`config.mk`:
```
export PLATFORM = sky130hd
export DESIGN_NAME = sar_adc_conversion_control
export DESIGN_NICKNAME = d
export VERILOG_FILES = /design/src/adc_ctrl_pkg.sv /design/src/sync_2ff.sv /design/src/mcycle_timer.sv /design/src/sar_adc_conversion_control.sv
export SDC_FILE = /design/constraint.sdc
export NUM_CORES = 1
export LEC_CHECK = 0
export ABC_AREA = 1
export BUFFER_PORTS_ARGS = -buffer_cell sky130_fd_sc_hd__buf_2
export CORE_MARGIN = 2
export CORE_UTILIZATION = 61
export DETAILED_ROUTE_END_ITERATION = 8
export MAX_ROUTING_LAYER = met4
export PLACE_DENSITY = 0.9
export SETUP_SLACK_MARGIN = 0.02
export SYNTH_ARGS = -nofsm -noshare
export SYNTH_HDL_FRONTEND = slang
export SYNTH_SLANG_ARGS = --single-unit
```
`constraint.sdc`:
```
create_clock -name mclk -period 4 [get_ports mclk]
set_input_delay 0.6 -clock mclk [delete_from_list [all_inputs] [get_ports mclk]]
set_output_delay 0.6 -clock mclk [all_outputs]
set_load 0.01 [all_outputs]
```
`src/adc_ctrl_pkg.sv`:
```
// constants shared by the converter control block
`default_nettype none
package adc_ctrl_pkg;

    // register offsets on the plain register port
    localparam logic [2:0] OFS_CONTROL     = 3'h0;
    localparam logic [2:0] OFS_RESULT_HIGH = 3'h1;
    localparam logic [2:0] OFS_IRQ_STATUS  = 3'h2;
    localparam logic [2:0] OFS_IRQ_ENABLE  = 3'h3;
    localparam logic [2:0] OFS_IRQ_CLEAR   = 3'h4;
    localparam logic [2:0] OFS_WAKE_CFG    = 3'h5;

    // control register fields
    localparam int CTL_CHAN_LSB   = 0;
    localparam int CTL_CHAN_MSB   = 1;
    localparam int CTL_START      = 3;
    localparam int CTL_DONE       = 4;
    localparam int CTL_EXT_EN     = 5;
    localparam int CTL_RES_LSB    = 6;
    localparam int CTL_RES_MSB    = 7;

    // interrupt status / enable / clear layout
    localparam int IRQ_DONE       = 0;
    localparam int IRQ_EXT_START  = 1;
    localparam int IRQ_BITS       = 2;

    // wake configuration fields
    localparam int WAKE_EN        = 0;

    // reset values
    localparam logic [7:0] CONTROL_RESET    = 8'h00;
    localparam logic [7:0] RESULT_RESET     = 8'h00;
    localparam logic [1:0] IRQ_RESET        = 2'h0;

    // conversion timing in machine cycles
    localparam int RESULT_BITS    = 10;
    localparam int INIT_CYCLES    = 2;
    localparam int SAMPLE_CYCLES  = 8;
    localparam int TRIAL_CYCLES   = 4;
    localparam int CONV_CYCLES    = 52;
    localparam int FINISH_CYCLES  = CONV_CYCLES - INIT_CYCLES - SAMPLE_CYCLES
                                    - TRIAL_CYCLES * RESULT_BITS;

    // first trial code: only the top bit set
    localparam logic [9:0] SAR_FIRST_TRIAL = 10'h200;

    // core clocks per machine cycle
    localparam int MC_CLOCKS      = 4;

    typedef enum logic [2:0] {
        PH_IDLE,
        PH_INIT,
        PH_SAMPLE,
        PH_TRIAL,
        PH_FINISH
    } phase_e;

endpackage
`default_nettype wire

```
`src/sync_2ff.sv`:
```
// two flip-flop synchroniser for asynchronous levels
`default_nettype none
module sync_2ff #(
    parameter int WIDTH = 1
) (
    // clock and reset
    input  wire logic             mclk,
    input  wire logic             rstn,
    // levels
    input  wire logic [WIDTH-1:0] asyncIn,
    output logic      [WIDTH-1:0] syncOut
);

    logic [WIDTH-1:0] meta;

    always_ff @(posedge mclk or negedge rstn)
    begin
        if (!rstn)
        begin
            meta    <= '0;
            syncOut <= '0;
        end
        else
        begin
            meta    <= asyncIn;
            syncOut <= meta;
        end
    end

endmodule
`default_nettype wire

```
`src/mcycle_timer.sv`:
```
// machine cycle divider giving a one-clock pulse at each cycle end
`default_nettype none
module mcycle_timer #(
    parameter int CLOCKS = 4
) (
    // clock and reset
    input  wire logic mclk,
    input  wire logic rstn,
    // machine cycle end pulse
    output logic      mcEnd
);

    localparam int CW = (CLOCKS > 1) ? $clog2(CLOCKS) : 1;
    localparam logic [CW-1:0] LAST = CW'(CLOCKS - 1);

    logic [CW-1:0] count;
    wire           atLast = (count == LAST);

    always_ff @(posedge mclk or negedge rstn)
    begin
        if (!rstn)
        begin
            count <= '0;
            mcEnd <= 1'b0;
        end
        else
        begin
            count <= atLast ? '0 : count + CW'(1);
            mcEnd <= atLast;
        end
    end

endmodule
`default_nettype wire

```
`src/sar_adc_conversion_control.sv`:
```
// successive-approximation converter sequencer with registers and interrupt
//
// Design decisions made here: strobed register access and the register addresses.
`default_nettype none
module sar_adc_conversion_control
    import adc_ctrl_pkg::*;
#(
    parameter int MC_CLKS = MC_CLOCKS
) (
    // clock and reset
    input  wire logic       mclk,
    input  wire logic       rstn,
    // register port
    input  wire logic [2:0] regAddr,
    input  wire logic [7:0] regWrData,
    input  wire logic       regWrite,
    input  wire logic       regRead,
    output logic      [7:0] regRdData,
    // external start pin
    input  wire logic       externalStartPin,
    // analog front end
    input  wire logic       compGreater,
    output logic      [9:0] dacCode,
    output logic            sampling,
    output logic      [1:0] channelSelect,
    // power management
    input  wire logic       powerDown,
    input  wire logic       clockFromRc,
    output logic            wakeRequest,
    // status and interrupt
    output logic            convBusy,
    output logic            irq
);

    // machine cycle timing
    logic mcEnd;

    mcycle_timer #(
        .CLOCKS (MC_CLKS)
    ) u_mcycle (
        .mclk   (mclk),
        .rstn   (rstn),
        .mcEnd  (mcEnd)
    );

    // pin and comparator synchronisation
    logic [1:0] syncedIn;

    sync_2ff #(
        .WIDTH   (2)
    ) u_sync (
        .mclk    (mclk),
        .rstn    (rstn),
        .asyncIn ({compGreater, externalStartPin}),
        .syncOut (syncedIn)
    );

    wire pinLevel   = syncedIn[0];
    wire compLevel  = syncedIn[1];

    // register state
    logic [1:0]          chanSel;
    logic                extEnable;
    logic                startCmd;
    logic                busyFlag;
    logic                doneFlag;
    logic [1:0]          resultLow;
    logic [7:0]          resultHigh;
    logic [IRQ_BITS-1:0] irqStatus;
    logic [IRQ_BITS-1:0] irqEnable;
    logic                wakeEnable;

    // sequencer state
    phase_e      phase;
    phase_e      next_phase;
    logic [3:0]  phaseCnt;
    logic [3:0]  next_phaseCnt;
    logic [3:0]  bitIdx;
    logic [3:0]  next_bitIdx;
    logic [9:0]  sar;
    logic [9:0]  next_sar;
    logic        pinAtEnd;

    // register decode
    wire selControl = (regAddr == OFS_CONTROL);
    wire selResult  = (regAddr == OFS_RESULT_HIGH);
    wire selStatus  = (regAddr == OFS_IRQ_STATUS);
    wire selEnable  = (regAddr == OFS_IRQ_ENABLE);
    wire selClear   = (regAddr == OFS_IRQ_CLEAR);
    wire selWake    = (regAddr == OFS_WAKE_CFG);

    wire wrControl  = regWrite && selControl;
    wire wrEnable   = regWrite && selEnable;
    wire wrClear    = regWrite && selClear;
    wire wrWake     = regWrite && selWake;

    // start sources
    wire pinRise    = mcEnd && pinLevel && !pinAtEnd;
    wire extTrigger = extEnable && pinRise;
    wire swTrigger  = startCmd;
    wire idle       = (phase == PH_IDLE);
    wire launch     = idle && mcEnd && (swTrigger || extTrigger);

    // phase boundaries
    localparam logic [3:0] INIT_LAST   = 4'(INIT_CYCLES - 1);
    localparam logic [3:0] SAMPLE_LAST = 4'(SAMPLE_CYCLES - 1);
    localparam logic [3:0] TRIAL_LAST  = 4'(TRIAL_CYCLES - 1);
    localparam logic [3:0] FINISH_LAST = 4'(FINISH_CYCLES - 1);
    localparam logic [3:0] TOP_BIT     = 4'(RESULT_BITS - 1);

    wire phaseLast =
        (phase == PH_INIT   && phaseCnt == INIT_LAST)   ||
        (phase == PH_SAMPLE && phaseCnt == SAMPLE_LAST) ||
        (phase == PH_TRIAL  && phaseCnt == TRIAL_LAST)  ||
        (phase == PH_FINISH && phaseCnt == FINISH_LAST);

    wire [9:0] trialMask = 10'h001 << bitIdx;
    wire [9:0] lowerMask = 10'h001 << (bitIdx - 4'(1));

    wire busySet     = mcEnd && (phase == PH_INIT) && (phaseCnt == 4'h0);
    wire convDone    = mcEnd && (phase == PH_FINISH) && phaseLast;
    wire sampleStart = mcEnd && (phase == PH_INIT) && phaseLast;
    wire sampleStop  = mcEnd && (phase == PH_SAMPLE) && phaseLast;

    // sequencer next state
    always_comb
    begin
        next_phase    = phase;
        next_phaseCnt = phaseCnt;
        next_bitIdx   = bitIdx;
        next_sar      = sar;
        if (launch)
        begin
            next_phase    = PH_INIT;
            next_phaseCnt = 4'h0;
        end
        else if (mcEnd && !idle)
        begin
            next_phaseCnt = phaseLast ? 4'h0 : phaseCnt + 4'(1);
            case (phase)
                PH_INIT:
                begin
                    if (phaseLast)
                    begin
                        next_phase = PH_SAMPLE;
                    end
                end
                PH_SAMPLE:
                begin
                    if (phaseLast)
                    begin
                        next_phase  = PH_TRIAL;
                        next_sar    = SAR_FIRST_TRIAL;
                        next_bitIdx = TOP_BIT;
                    end
                end
                PH_TRIAL:
                begin
                    if (phaseLast)
                    begin
                        if (!compLevel)
                        begin
                            next_sar = sar & ~trialMask;
                        end
                        if (bitIdx == 4'h0)
                        begin
                            next_phase = PH_FINISH;
                        end
                        else
                        begin
                            next_bitIdx = bitIdx - 4'(1);
                            next_sar    = (compLevel ? sar : (sar & ~trialMask))
                                          | lowerMask;
                        end
                    end
                end
                PH_FINISH:
                begin
                    if (phaseLast)
                    begin
                        next_phase = PH_IDLE;
                    end
                end
                default:
                begin
                    next_phase    = PH_IDLE;
                    next_phaseCnt = 4'h0;
                end
            endcase
        end
    end

    always_ff @(posedge mclk or negedge rstn)
    begin
        if (!rstn)
        begin
            phase    <= PH_IDLE;
            phaseCnt <= 4'h0;
            bitIdx   <= 4'h0;
            sar      <= 10'h000;
        end
        else
        begin
            phase    <= next_phase;
            phaseCnt <= next_phaseCnt;
            bitIdx   <= next_bitIdx;
            sar      <= next_sar;
        end
    end

    // pin level held at each machine cycle end for edge detection
    always_ff @(posedge mclk or negedge rstn)
    begin
        if (!rstn)
        begin
            pinAtEnd <= 1'b1;
        end
        else if (mcEnd)
        begin
            pinAtEnd <= pinLevel;
        end
    end

    // command flop: set by writes, consumed at launch; ignored while busy
    wire startWrite = wrControl && regWrData[CTL_START];

    always_ff @(posedge mclk or negedge rstn)
    begin
        if (!rstn)
        begin
            startCmd <= 1'b0;
        end
        else if (startWrite && idle && !launch)
        begin
            startCmd <= 1'b1;
        end
        else if (launch || !idle)
        begin
            startCmd <= 1'b0;
        end
    end

    // busy status flag returned on reads
    always_ff @(posedge mclk or negedge rstn)
    begin
        if (!rstn)
        begin
            busyFlag <= 1'b0;
        end
        else if (busySet)
        begin
            busyFlag <= 1'b1;
        end
        else if (convDone)
        begin
            busyFlag <= 1'b0;
        end
    end

    // done flag: hardware set wins over a software clear
    wire doneClear = wrControl && !regWrData[CTL_DONE];

    always_ff @(posedge mclk or negedge rstn)
    begin
        if (!rstn)
        begin
            doneFlag <= CONTROL_RESET[CTL_DONE];
        end
        else if (convDone)
        begin
            doneFlag <= 1'b1;
        end
        else if (doneClear)
        begin
            doneFlag <= 1'b0;
        end
    end

    // result capture
    always_ff @(posedge mclk or negedge rstn)
    begin
        if (!rstn)
        begin
            resultHigh <= RESULT_RESET;
            resultLow  <= CONTROL_RESET[CTL_RES_MSB:CTL_RES_LSB];
        end
        else if (convDone)
        begin
            resultHigh <= sar[9:2];
            resultLow  <= sar[1:0];
        end
    end

    // software configuration
    always_ff @(posedge mclk or negedge rstn)
    begin
        if (!rstn)
        begin
            chanSel    <= CONTROL_RESET[CTL_CHAN_MSB:CTL_CHAN_LSB];
            extEnable  <= CONTROL_RESET[CTL_EXT_EN];
            irqEnable  <= IRQ_RESET;
            wakeEnable <= 1'b0;
        end
        else
        begin
            if (wrControl)
            begin
                chanSel   <= regWrData[CTL_CHAN_MSB:CTL_CHAN_LSB];
                extEnable <= regWrData[CTL_EXT_EN];
            end
            if (wrEnable)
            begin
                irqEnable <= regWrData[IRQ_BITS-1:0];
            end
            if (wrWake)
            begin
                wakeEnable <= regWrData[WAKE_EN];
            end
        end
    end

    // sticky interrupt status, set wins over clear
    wire [IRQ_BITS-1:0] irqEvents = {launch && extTrigger && !swTrigger, convDone};
    wire [IRQ_BITS-1:0] irqClear  = wrClear ? regWrData[IRQ_BITS-1:0] : '0;
    wire [IRQ_BITS-1:0] next_irqStatus = irqEvents | (irqStatus & ~irqClear);

    always_ff @(posedge mclk or negedge rstn)
    begin
        if (!rstn)
        begin
            irqStatus <= IRQ_RESET;
        end
        else
        begin
            irqStatus <= next_irqStatus;
        end
    end

    // read mux
    wire [7:0] controlView = {resultLow, extEnable, doneFlag, busyFlag, 1'b0, chanSel};
    wire [7:0] readMux =
        selControl ? controlView :
        selResult  ? resultHigh  :
        selStatus  ? {6'h00, irqStatus} :
        selEnable  ? {6'h00, irqEnable} :
        selWake    ? {7'h00, wakeEnable} :
                     8'h00;

    // registered outputs
    wire next_irq  = |(next_irqStatus & irqEnable);
    wire next_wake = powerDown && clockFromRc && wakeEnable
                     && next_irqStatus[IRQ_DONE];

    always_ff @(posedge mclk or negedge rstn)
    begin
        if (!rstn)
        begin
            regRdData     <= 8'h00;
            dacCode       <= 10'h000;
            sampling      <= 1'b0;
            channelSelect <= 2'h0;
            wakeRequest   <= 1'b0;
            convBusy      <= 1'b0;
            irq           <= 1'b0;
        end
        else
        begin
            regRdData     <= regRead ? readMux : 8'h00;
            dacCode       <= next_sar;
            channelSelect <= wrControl ? regWrData[CTL_CHAN_MSB:CTL_CHAN_LSB] : chanSel;
            wakeRequest   <= next_wake;
            convBusy      <= (busyFlag || busySet) && !convDone;
            irq           <= next_irq;
            if (sampleStart)
            begin
                sampling <= 1'b1;
            end
            else if (sampleStop)
            begin
                sampling <= 1'b0;
            end
        end
    end

endmodule
`default_nettype wire

```
### Word-level counts from Yosys, hierarchy flattened

Index checks and enable logic that the tools add are counted.

| cells by class | value |
|---|---|
| reduce and logical (&&, ||, !) cells | 58 |
| multiplexer cells | 37 |
| equality and inequality tests | 21 |
| shift-type cells | 2 |
| bitwise gates (word level) | 8 |
| $add $sub $neg | 3 |

Operators by type and width:

| kind | count |
|---|---|
| $mux 10 | 4 |
| $logic_and 1x1->1 | 31 |
| $mux 4 | 7 |
| $mux 8 | 3 |
| $mux 3 | 7 |
| $pmux 10 s2 | 1 |
| $shl 1x4->10 const A | 2 |
| $eq 3x2->1 const B | 4 |
| $ne 3x3->1 const B | 4 |
| $pmux 3 s4 | 1 |
| $reduce_and 6->1 | 2 |
| $reduce_bool 2->1 | 6 |
| $and 10x10->10 | 1 |
| $not 10->10 | 1 |
| $or 10x10->10 | 1 |
| $eq 3x3->1 const B | 3 |
| $mux 1 | 9 |
| $logic_not 4->1 | 2 |
| $mux 2 | 4 |
| $pmux 4 s2 | 1 |
| $eq 3x1->1 const B | 2 |
| $logic_not 1->1 | 6 |
| $logic_not 3->1 | 2 |
| $logic_or 1x1->1 | 6 |
| 16 further kinds | 19 |

| word-level totals | value |
|---|---|
| bits in registers | 62 |
| output and inout bits | 24 |
| input port bits | 19 |

### Longest topological paths before layout

Gate-level depths: netlist of run 1.

| logic depth | value |
|---|---|
| depth after elaboration | 10 |
| mapped depth | 11 |
| depth with buffers taken out | 11 |

### By module

A second synthesis of run 1 with hierarchy kept.

| unflattened totals | value |
|---|---|
| cell total of the unflattened synthesis | 338 |
| area, all modules | 2934.1 um2 |

By module, submodules not included:

| module | seq. area each (um2) | times used | cells an instance | area each (um2) |
|---|---|---|---|---|
| sar_adc_conversion_control | 1377.6 | 1 | 329 | 2742.6 |
| sync_2ff | 100.1 | 1 | 4 | 100.1 |
| mcycle_timer | 75.1 | 1 | 5 | 91.3 |

### Least setup slack after synthesis of run 1

No wires, ideal clock.

| timing | value |
|---|---|
| kind | register -> register |
| start | register bitIdx[0] |
| end | register phase[1] |
| required time | 3.883 ns |
| slack | 2.421 ns |
| setup time | 0.117 ns |
| data arrival time | 1.462 ns |
| stages on the path, launching flop included | 12 |
| buffers on the path | 0 |
| cells stage by stage | dfrtp_1 inv_1 ha_1 nand2_1 nor2_2 inv_1 nand2_1 inv_2 nor2_4 nand3_1 nand2_1 nand2_1 |

| on the way | value |
|---|---|
| cells in the longest elaborated chain, start to end | 3 |

RTL lines:

| item | line | RTL |
|---|---|---|
| from (decl) | sar_adc_conversion_control.sv:78 | `logic [3:0] bitIdx;` |
| from (signal assigned) | sar_adc_conversion_control.sv:206 | `bitIdx <= next_bitIdx;` |
| $logic_not 4->1 | sar_adc_conversion_control.sv:165 | `if (bitIdx == 4'h0)` |
| $ne 3x2->1 (no source line) | -- |  |
| $reduce_and 6->1 (no source line) | -- |  |
| to (signal assigned) | sar_adc_conversion_control.sv:204 | `phase <= next_phase;` |
| to (decl) | sar_adc_conversion_control.sv:74 | `phase_e phase;` |

Every way passes these cells.
A chain may end at the register's enable or synchronous reset.

### Worst setup path in the final report of run 1

Same ends and word-level chain as after synthesis.

==> out/qor.yml, run 1 <==
syn_nets: 377
rsz0062_at_grt: "no"
synth.distinct_cells: 32
hpwl_um: 4550
std_cell_rows: 25
netlist_top_cells_count: "94 x nand2_1, 61 x dfrtp_1, 33 x nand3_1"
syn_inst: 348
die_y_um: 74.6
ir_drop_mv: 0.207
wl_per_cell_um: 14.2
synth_edf_count: 0
cts_tree: "done"
p_leak_nw: 1.83
ctsRootBufferMaster: "clkbuf_8"
yosys_warnings: 0
dieArea_sq_um: 5560
ys_ff_latch: 62
finalHoldViolCount: 0
grt_pass1_wl_um: 10900
grt_max_degree: 36
vias_per_cell: 5.50
cts_resized: 0
power_density_nw_per_um2: 386
worst_slew_pin_slew_ps: 610
endpoint_kind: "register"
crit_type: "reg -> reg"
grt_use_total: 0.273
synth_async_sr_flop_share: 1.00
rr_worst_depth: 11
synth_most_common_cell: "nand2_1"
grt_overflow: 0
synth_ff_type: "dfrtp_1"
path_max_fanout: 5
core_area_sq_um: 4750
crit_required_ps: 4240
timing.fmax_ghz: 0.538
grt_pass1_vias: 2347
netlist_area_sq_um: 3040
num_io_pins: 43
num_vias: 2563
clk_pin_slew_worst_paths_ps: 70
dr.pass1.iters: 4
cts_buffers: 9
outcome: "finished, final reports clean"
hold_class: "in -> async"
port_buffers: 39
drc_errors: 0
cts.htree.levels: 3
worstPathArrival_ps: 2090
initial_utilization: 0.639
first_iter_violations: 158
start_kind: "register"
clockBufferDepth: 2
cap_violations: 0
yosysTopAreaCellShare: 0.503
clock_sinks: 62
postRouteWirelength_um: 6600
ant_nets: 0
setup_tns_ps: 0
post_cts_buffers: 0
fin_worst_skew_ps: 6.49
slew_viol_final: 0
fin_nets: 423
drive_gt1_frac: 0.211
cts_hold_buf: 0
netlist_top_cells_area: "dfrtp_1 50%, nand2_1 12%, nand3_1 5.4%, o21ai_0 4.4%, ha_1 4.1%"
fillCellCount: 366
regArea_sq_um: 1550
post-route-period-util: 0.465
clock_latency_ps: 350
antennaDiodeCount: 0
multi_input_area_sq_um: 1300
syn_avg_cell_area_sq_um: 8.73
antenna_found_initial: 0
die-width_um: 74.6
power_w: 0.00135
synth_area_leader_cell: "dfrtp_1"
yosysSeqAreaShare: 0.511
area_growth_pct: 15.2
layout_min_cycle_time_ps: 1860
place.gp.congestion: 0.944
setup_viol: 0
slew_headroom: 0.593
==> through the flow <==
stage	instance area (sq um)	cells	setup WS [ps]	utilization	hold slack [ps]
3_5_place_dp	3270	450	2200	0.689	339
6_report	3500	466	2140	0.736	256
4_1_cts	3500	466	2160	0.736	259
3_3_place_gp	3270	450	2260	0.689	334
2_1_floorplan	3040	348	2420	-	304
5_1_grt	3500	466	1950	0.736	274
==> cells by family (layout without fill, tap and decap cells) <==
| group | Yosys count | in the layout | synth area share |
|---|---|---|---|
| AO/OA/AOI/OAI | 58 | 58 | 0.108 |
| adder cells (fa/ha/maj) | 10 | 10 | 0.0412 |
| AND/OR/NAND/NOR | 172 | 172 | 0.267 |
| flip-flops | 62 | 62 | 0.511 |
| buffers and inverters | 42 | 93 | 0.0618 |
| XOR/XNOR | 4 | 4 | 0.0115 |
==> placed cells by master (no fill, tap or decap), drive strengths merged <==
master / synthesis / routed
a32o: 2 / 2
xor2: 4 / 4
dfrtp: 61 / 61
buf: 5 / 40
clkbuf: 0 / 9
bufinv: 0 / 2
nand2: 97 / 97
nor3b: 1 / 1
o21a: 1 / 1
nand3: 35 / 35
o21ai: 43 / 43
ha: 10 / 10
inv: 37 / 37
or3: 1 / 1
a21oi: 9 / 9
o31ai: 2 / 2
clkinv: 0 / 4
nor3: 3 / 3
dfstp: 1 / 1
a22oi: 1 / 1
nor2: 25 / 25
or2: 1 / 1
nand4: 8 / 8
nand3b: 1 / 1
clkinvlp: 0 / 1
==> final cells by class <==
cell class	instances	area share
clock inverter	7	0.0283
clock buffer	9	0.0354
inverter	37	0.0397
tap	67	0.0240
timing repair buffer	40	0.0580
sequential	62	0.444
multi-input combinational	244	0.371
==> flip-flops by register name, summed over array words and instances, names as in the netlist, 2 cells and up <==
register	flops
channelSelect	2
dacCode	10
bitIdx	4
resultLow	2
u_sync.syncOut	2
irqEnable	2
phase	3
regRdData	8
resultHigh	8
u_sync.meta	2
phaseCnt	4
u_mcycle.count	2
irqStatus	2
==> where the power goes <==
| group | internal, W | total [W] | switching, W |
|---|---|---|---|
| clock | 0.000352 | 0.000613 | 0.000261 |
| sequential | 0.000650 | 0.000664 | 0.0000140 |
| combinational | 0.0000242 | 0.0000723 | 0.0000481 |
==> routing by layer <==
metal,vias up,track usage,routed length (um)
met2,108,0.425,3180
li1,1239,-,-
met4,0,0.101,116
met5,-,-,0
met3,12,0.0854,409
met1,1204,0.336,2900
==> path summary, 6_finish.rpt <==
check                               startpoint                 to  slack, ps
worst max-delay path                 bitIdx[0]           phase[1]       2140
min in group mclk               u_sync.meta[1]  u_sync.syncOut[1]        350
max in group asynchronous                 rstn  u_mcycle.count[1]       2880
worst min register to register  u_sync.meta[1]  u_sync.syncOut[1]        350
worst max register to register       bitIdx[0]           phase[1]       2140
worst min-delay path                      rstn       regRdData[7]        260
==> critical path, cell delays in order, from the launching register on <==
cell and delay, ps:
dfrtp_1 430, inv_1 160, ha_1 190, nand2_1 100
nor2_2 170, inv_1 150, nand2_1 110, inv_2 50
nor2_4 130, nand3_1 130, nand2_1 80, nand2_1 50
Note: power is estimated with default switching activity, not from simulation.
==> run 2: changes to the inputs <==
Settings changed: ABC_AREA 1 to 0, CORE_UTILIZATION 61 to 51, PLACE_DENSITY 0.9 to 0.81.
Clock period 4 ns to 1.5 ns, I/O delays scaled along.
==> run 2 against run 1 <==
- the run now ends with negative setup slack left
- combinational power grew to 35 times the previous value
- core utilization is 1.7 points lower
- clock-buffer cell count stayed put
- global-route usage is 0.098 points lower
- sequential share of layout area is 7.7 points lower
- power grew to 4.5 times the previous value
- die area is 20% higher
- fmax is 13% lower
- routed wire length is 30% higher
- first-iteration DRC count is 51% higher
- critical path depth is 5 lower
- hold slack worse by 190 ps
==> out/qor.yml, run 2 <==
outcome: "finished with violations"
violations: "negative setup slack"
clkPwrFrac: 0.243
grt_pass1_vias: 2743
antennaDiodeCount: 0
rsz0062_at_grt: "yes"
yosysTopAreaCellShare: 0.495
power_density_nw_per_um2: 1440
netlist_top_cells_count: "61 x dfrtp_1, 26 x nand2_1, 21 x o21ai_0"
holdPathStages: 3
crit_chain: "inv_2, ha_4, or3b_4, or3_4, a2111o_1, o21ai_1"
die_y_um: 81.8
cts_tree: "done"
ctsRootBufferMaster: "clkbuf_8"
place_ws_ps: -505
cpMaxStageDelayCell: "a2111o_1"
hold_class: "in -> reg"
largest_reg_flops: 10
yosysSeqAreaShare: 0.503
stdcell_count: 478
grt_overflow: 0
grt_max_degree: 63
fin_nets: 427
synth_area_leader_cell: "dfrtp_1"
crit_type: "reg -> reg"
p_int_w: 0.00381
fillCellCount: 384
place.gp.congestion: 0.899
ant_nets: 0
dr.pass1.iters: 5
path_max_fanout: 5
synth_ff_type: "dfrtp_1"
synth.distinct_cells: 53
slew_viol_final: 0
worstPathArrival_ps: 2390
die-width_um: 81.8
port_buffers: 39
switching_power_w: 0.00228
rr_worst_depth: 6
start_kind: "register"
seqPwrFrac: 0.344
worst_slack_ps: -629
std_cell_rows: 28
cts_buffers: 9
synth_most_common_cell: "dfrtp_1"
grt_pass1_wl_um: 13200
mostFrequentLayoutCells: "61 x dfrtp_1, 53 x buf_4, 39 x buf_2, 25 x nand2_1"
syn_inst: 300
drc_errors: 0
slowest_delay_ps: 450
layout_min_cycle_time_ps: 2130
area_growth_pct: 37.2
ys_ff_latch: 62
clockBufferDepth: 2
worst_slew_pin_slew_ps: 424
clock_latency_ps: 350
power_w: 0.00609
drive_gt1_frac: 0.414
layout_commonest_cell: "dfrtp_1"
antenna_found_initial: 0
clock_sinks: 62
synth_edf_count: 0
initial_utilization: 0.524
yosys_warnings: 0
largest-register: "dacCode"
postRouteWirelength_um: 8610
fin_worst_skew_ps: 7.97
cap_violations: 0
dieArea_sq_um: 6690
timing.fmax_ghz: 0.470
syn_avg_cell_area_sq_um: 10.3
vias_per_cell: 5.81
wl_per_cell_um: 18.0
grt_use_total: 0.272
dp.cells: 452
num_vias: 2775
num_io_pins: 43
finalHoldViolCount: 0
cts.htree.levels: 3
clk_pin_slew_worst_paths_ps: 70
post-route-period-util: 1.42
slew_headroom: 0.714
synth_async_sr_flop_share: 1.00
first_iter_violations: 239
setup_viol: 39
netlist_top_cells_area: "dfrtp_1 49%, mux2_2 5.5%, ha_1 4.1%, o21ai_0 3.4%, nand2_1 3.2%"
syn_nets: 329
switching_share: 0.374
pwr-share-comb: 0.413
top_regs: "dacCode (10), regRdData (8), resultHigh (8)"
ir_drop_mv: 0.815
core_area_sq_um: 5890
crit_required_ps: 1760
endpoint_kind: "register"
p_leak_nw: 2.00
hpwl_um: 5530
netlist_area_sq_um: 3080
-- run 2: stage by stage --
step / util / cell area [sq um] / hold WS, ps / setup TNS, ps
floorplan: - / 3110 / -70.6 / -10920
global placement: 0.638 / 3760 / 253 / -11190
detailed placement: 0.638 / 3760 / 259 / -12440
CTS: 0.704 / 4140 / 65.5 / -13890
global route: 0.719 / 4230 / 80.7 / -19400
finish: 0.719 / 4230 / 70.2 / -17300
-- run 2: worst max-delay path, delay by kind of cell, from the launching register on --
kind | cells | cell delay (ps)
AO/OA/AOI/OAI | 2 | 650
adder cells (fa/ha/maj) | 1 | 120
flip-flops | 1 | 410
AND/OR/NAND/NOR | 2 | 760
buffers and inverters | 1 | 100
-- run 2: cells by family after synthesis --
group / Yosys count / share of synthesized area
AO/OA/AOI/OAI: 80 / 0.167
XOR/XNOR: 3 / 0.00852
adder cells (fa/ha/maj): 10 / 0.0406
buffers and inverters: 27 / 0.0337
flip-flops: 62 / 0.503
multiplexers: 21 / 0.0742
AND/OR/NAND/NOR: 97 / 0.173
-- run 2: area by class of cell --
| class | instances | area (sq um) | share of cell area |
|---|---|---|---|
| multi-input cells | 211 | 1620 | 0.383 |
| flip-flops and latches | 62 | 1550 | 0.367 |
| clock inverters | 7 | 73.8 | 0.0175 |
| inverters | 12 | 45.0 | 0.0106 |
| well taps | 75 | 93.8 | 0.0222 |
| repair buffers | 102 | 719 | 0.170 |
| clock buffers | 9 | 124 | 0.0293 |
-- run 2: power groups by stage --
stage	Sequential, W	Combinational, W	Clock [W]
2_1_floorplan	0.00210	0.00110	0
3_3_place_gp	0.00208	0.00205	0
3_5_place_dp	0.00209	0.00211	0
4_1_cts	0.00208	0.00231	0.00148
5_1_grt	0.00212	0.00271	0.00156
6_report	0.00210	0.00251	0.00148
-- run 2: path summary, 6_finish.rpt --
path,start,to,slack (ps)
max in group asynchronous,rstn,pinAtEnd,780
worst min-delay path,regWrData[5],extEnable,70
min in group asynchronous,rstn,channelSelect[0],420
worst min register to register,u_sync.meta[0],u_sync.syncOut[0],350
worst max register to register,phaseCnt[1],dacCode[5],-630
worst max-delay path,phaseCnt[1],dacCode[5],-630
-- run 2: what timing repair did --
action                                  CTS  global route
endpoints found under the setup margin   38            39
resized for setup                        26            13
endpoints found under the hold margin    63             0
buffers inserted                          4             3
pin swaps                                 9            10
hold buffers                              3             0
-- run 2: layer usage --
metal  global-route usage  wire length [um]
met1                0.305              3530
met2                0.474              4440
met3               0.0692               472
met4               0.0883               167
met5                    -                 0
==> run 3: changes to the inputs <==
Settings changed: BUFFER_PORTS_ARGS -buffer_cell sky130_fd_sc_hd__buf_2 to unset, CORE_UTILIZATION 51 to 57, DONT_BUFFER_PORTS set to 1, SETUP_SLACK_MARGIN 0.02 to unset.
==> run 3 against run 2 <==
- the run ends with negative hold slack, negative setup slack left
- via count rose by 4.1%
- fmax fell by 1.5%
- clock skew rose by 3.1 ps
- critical endpoint is now dacCode[2]
- routed wire length rose by 9.6%
- core utilization rose by 6.5 points
- power rose by 0.50%
- sequential cell count did not move
- combinational power barely moved
- final area fell by 4.2%
==> out/qor.yml, run 3 (synthesis results as in run 2) <==
post-route-period-util: 1.44
violations: "negative hold slack, negative setup slack"
die-width_um: 77.6
cts_hold_buf: 6
setup_tns_ps: -16670
fillCellCount: 251
regArea_sq_um: 1550
area_growth_pct: 31.4
port_buffers: 0
grt_pass1_vias: 2649
clock_sinks: 62
layout_min_cycle_time_ps: 2160
worst_slew_pin_slew_ps: 648
slowest_delay_ps: 470
dp.cells: 395
worst_slack_ps: -661
startpoint: "phaseCnt[1]"
clockBufferDepth: 2
power_w: 0.00612
rsz0062_at_grt: "yes"
place_area_sq_um: 3460
fin_worst_skew_ps: 11.0
timing.fmax_ghz: 0.463
design_area_sq_um: 4050
whs_ps: -444
crit_required_ps: 1760
cpLargestDelayFamily: "simple AND/OR/NAND/NOR gates"
num_vias: 2890
outcome: "finished with violations"
die_y_um: 77.6
top_layer_used: "met4"
antenna_found_initial: 0
cap_violations: 0
postRouteWirelength_um: 9440
critical_path_buf_inv_count: 1
clk_pin_slew_worst_paths_ps: 80
wl_met2_um: 4690
std_cell_rows: 26
crit_chain: "inv_2, ha_4, or3b_4, or3_4, a2111o_1, o21ai_1"
multi_input_area_sq_um: 1650
grt_pass1_wl_um: 12900
rr_endpoint: "dacCode[2]"
vias_per_cell: 6.74
ir_drop_mv: 0.809
place.gp.congestion: 0.903
m1WireLength_um: 3620
slew_viol_final: 0
hpwl_um: 5080
drive_gt1_frac: 0.343
layout_commonest_cell: "dfrtp_1"
cts.htree.levels: 3
crit_type: "reg -> reg"
grt_overflow: 0
top_regs: "dacCode (10), regRdData (8), resultHigh (8)"
endpoint_kind: "register"
power_density_nw_per_um2: 1510
crit_path_end: "dacCode[2]"
place_ws_ps: -538
ant_nets: 0
p_leak_nw: 1.82
timing.rr.start: "phaseCnt[1]"
rr_worst_depth: 6
slew_headroom: 0.562
grt_use_total: 0.286
cpMaxStageDelayCell: "a2111o_1"
core_area_sq_um: 5170
hold_class: "in -> async"
fin_nets: 383
worstPathArrival_ps: 2420
initial_utilization: 0.596
largest_reg_flops: 10
antennaDiodeCount: 0
grt_max_degree: 63
num_io_pins: 43
clock_latency_ps: 360
dieArea_sq_um: 6020
path_max_fanout: 5
cp.depth: 6
finalHoldViolCount: 62
ctsRootBufferMaster: "clkbuf_8"
mostFrequentLayoutCells: "60 x dfrtp_1, 43 x buf_4, 25 x nand2_1, 16 x a21oi_1"
wl_per_cell_um: 22.0
cts_buffers: 9
stdcell_count: 429
setup_viol: 40
largest-register: "dacCode"
dr.pass1.iters: 5
r2r_slack_ps: -660
cts_tree: "done"
dr_wl_met3_um: 788
drc_errors: 0
first_iter_violations: 322
start_kind: "register"
[run 3: cell count changes in the layout (fill, tap and decap cells not counted), sizes merged]
cell,change
buf,-49
clkbuf,+2
clkinv,+3
clkinvlp,-2
dlygate4sd3,+3
inv,-1
[run 3: layout make-up]
class                           instances  share of cell area
Sequential cell                        62               0.384
Timing Repair Buffer                   58               0.131
Clock buffer                            9              0.0306
Multi-Input combinational cell        211               0.406
Inverter                               12              0.0111
Clock inverter                          7              0.0161
Tap cell                               70              0.0216
[run 3: per-layer routing]
| layer | vias to the layer above | track usage |
|---|---|---|
| met5 | - | - |
| met4 | 0 | 0.130 |
| met3 | 51 | 0.0581 |
| met2 | 212 | 0.470 |
| met1 | 1421 | 0.341 |
| li1 | 1206 | - |
[run 3: worst min path at each step]
stage                             to  slack, ps
global placement    channelSelect[0]        -70
finish                 resultHigh[3]       -440
detailed placement  channelSelect[0]        -70
CTS                        bitIdx[0]       -440
global route              dacCode[7]       -440
floorplan                  bitIdx[0]        -70
[run 3: worst reg2reg max path: stages (launching register included)]
cell      delay, ps
dfrtp_1         400
inv_2            80
ha_4            110
or3b_4          370
or3_4           380
a2111o_1        470
o21ai_1         250
[run 3: stage by stage]
stage          hold WS, ps   util
2_1_floorplan        -70.6      -
3_3_place_gp         -69.5  0.668
3_5_place_dp         -69.4  0.668
4_1_cts               -442  0.746
5_1_grt               -440  0.783
6_report              -444  0.783
[run 3: report_power, final]
group	switching, W	internal [W]	leakage (nW)
Combinational	0.00138	0.00111	0.924
Sequential	0.000271	0.00189	0.806
Clock	0.000714	0.000754	0.0948
[run 3: repair_timing]
item | CTS | global route
pin swaps | 11 | 10
setup buffers | 5 | 8
gates cloned | 0 | 2
resized for setup | 24 | 24
hold endpoints to repair | 68 | 62
endpoints found under the setup margin | 38 | 40
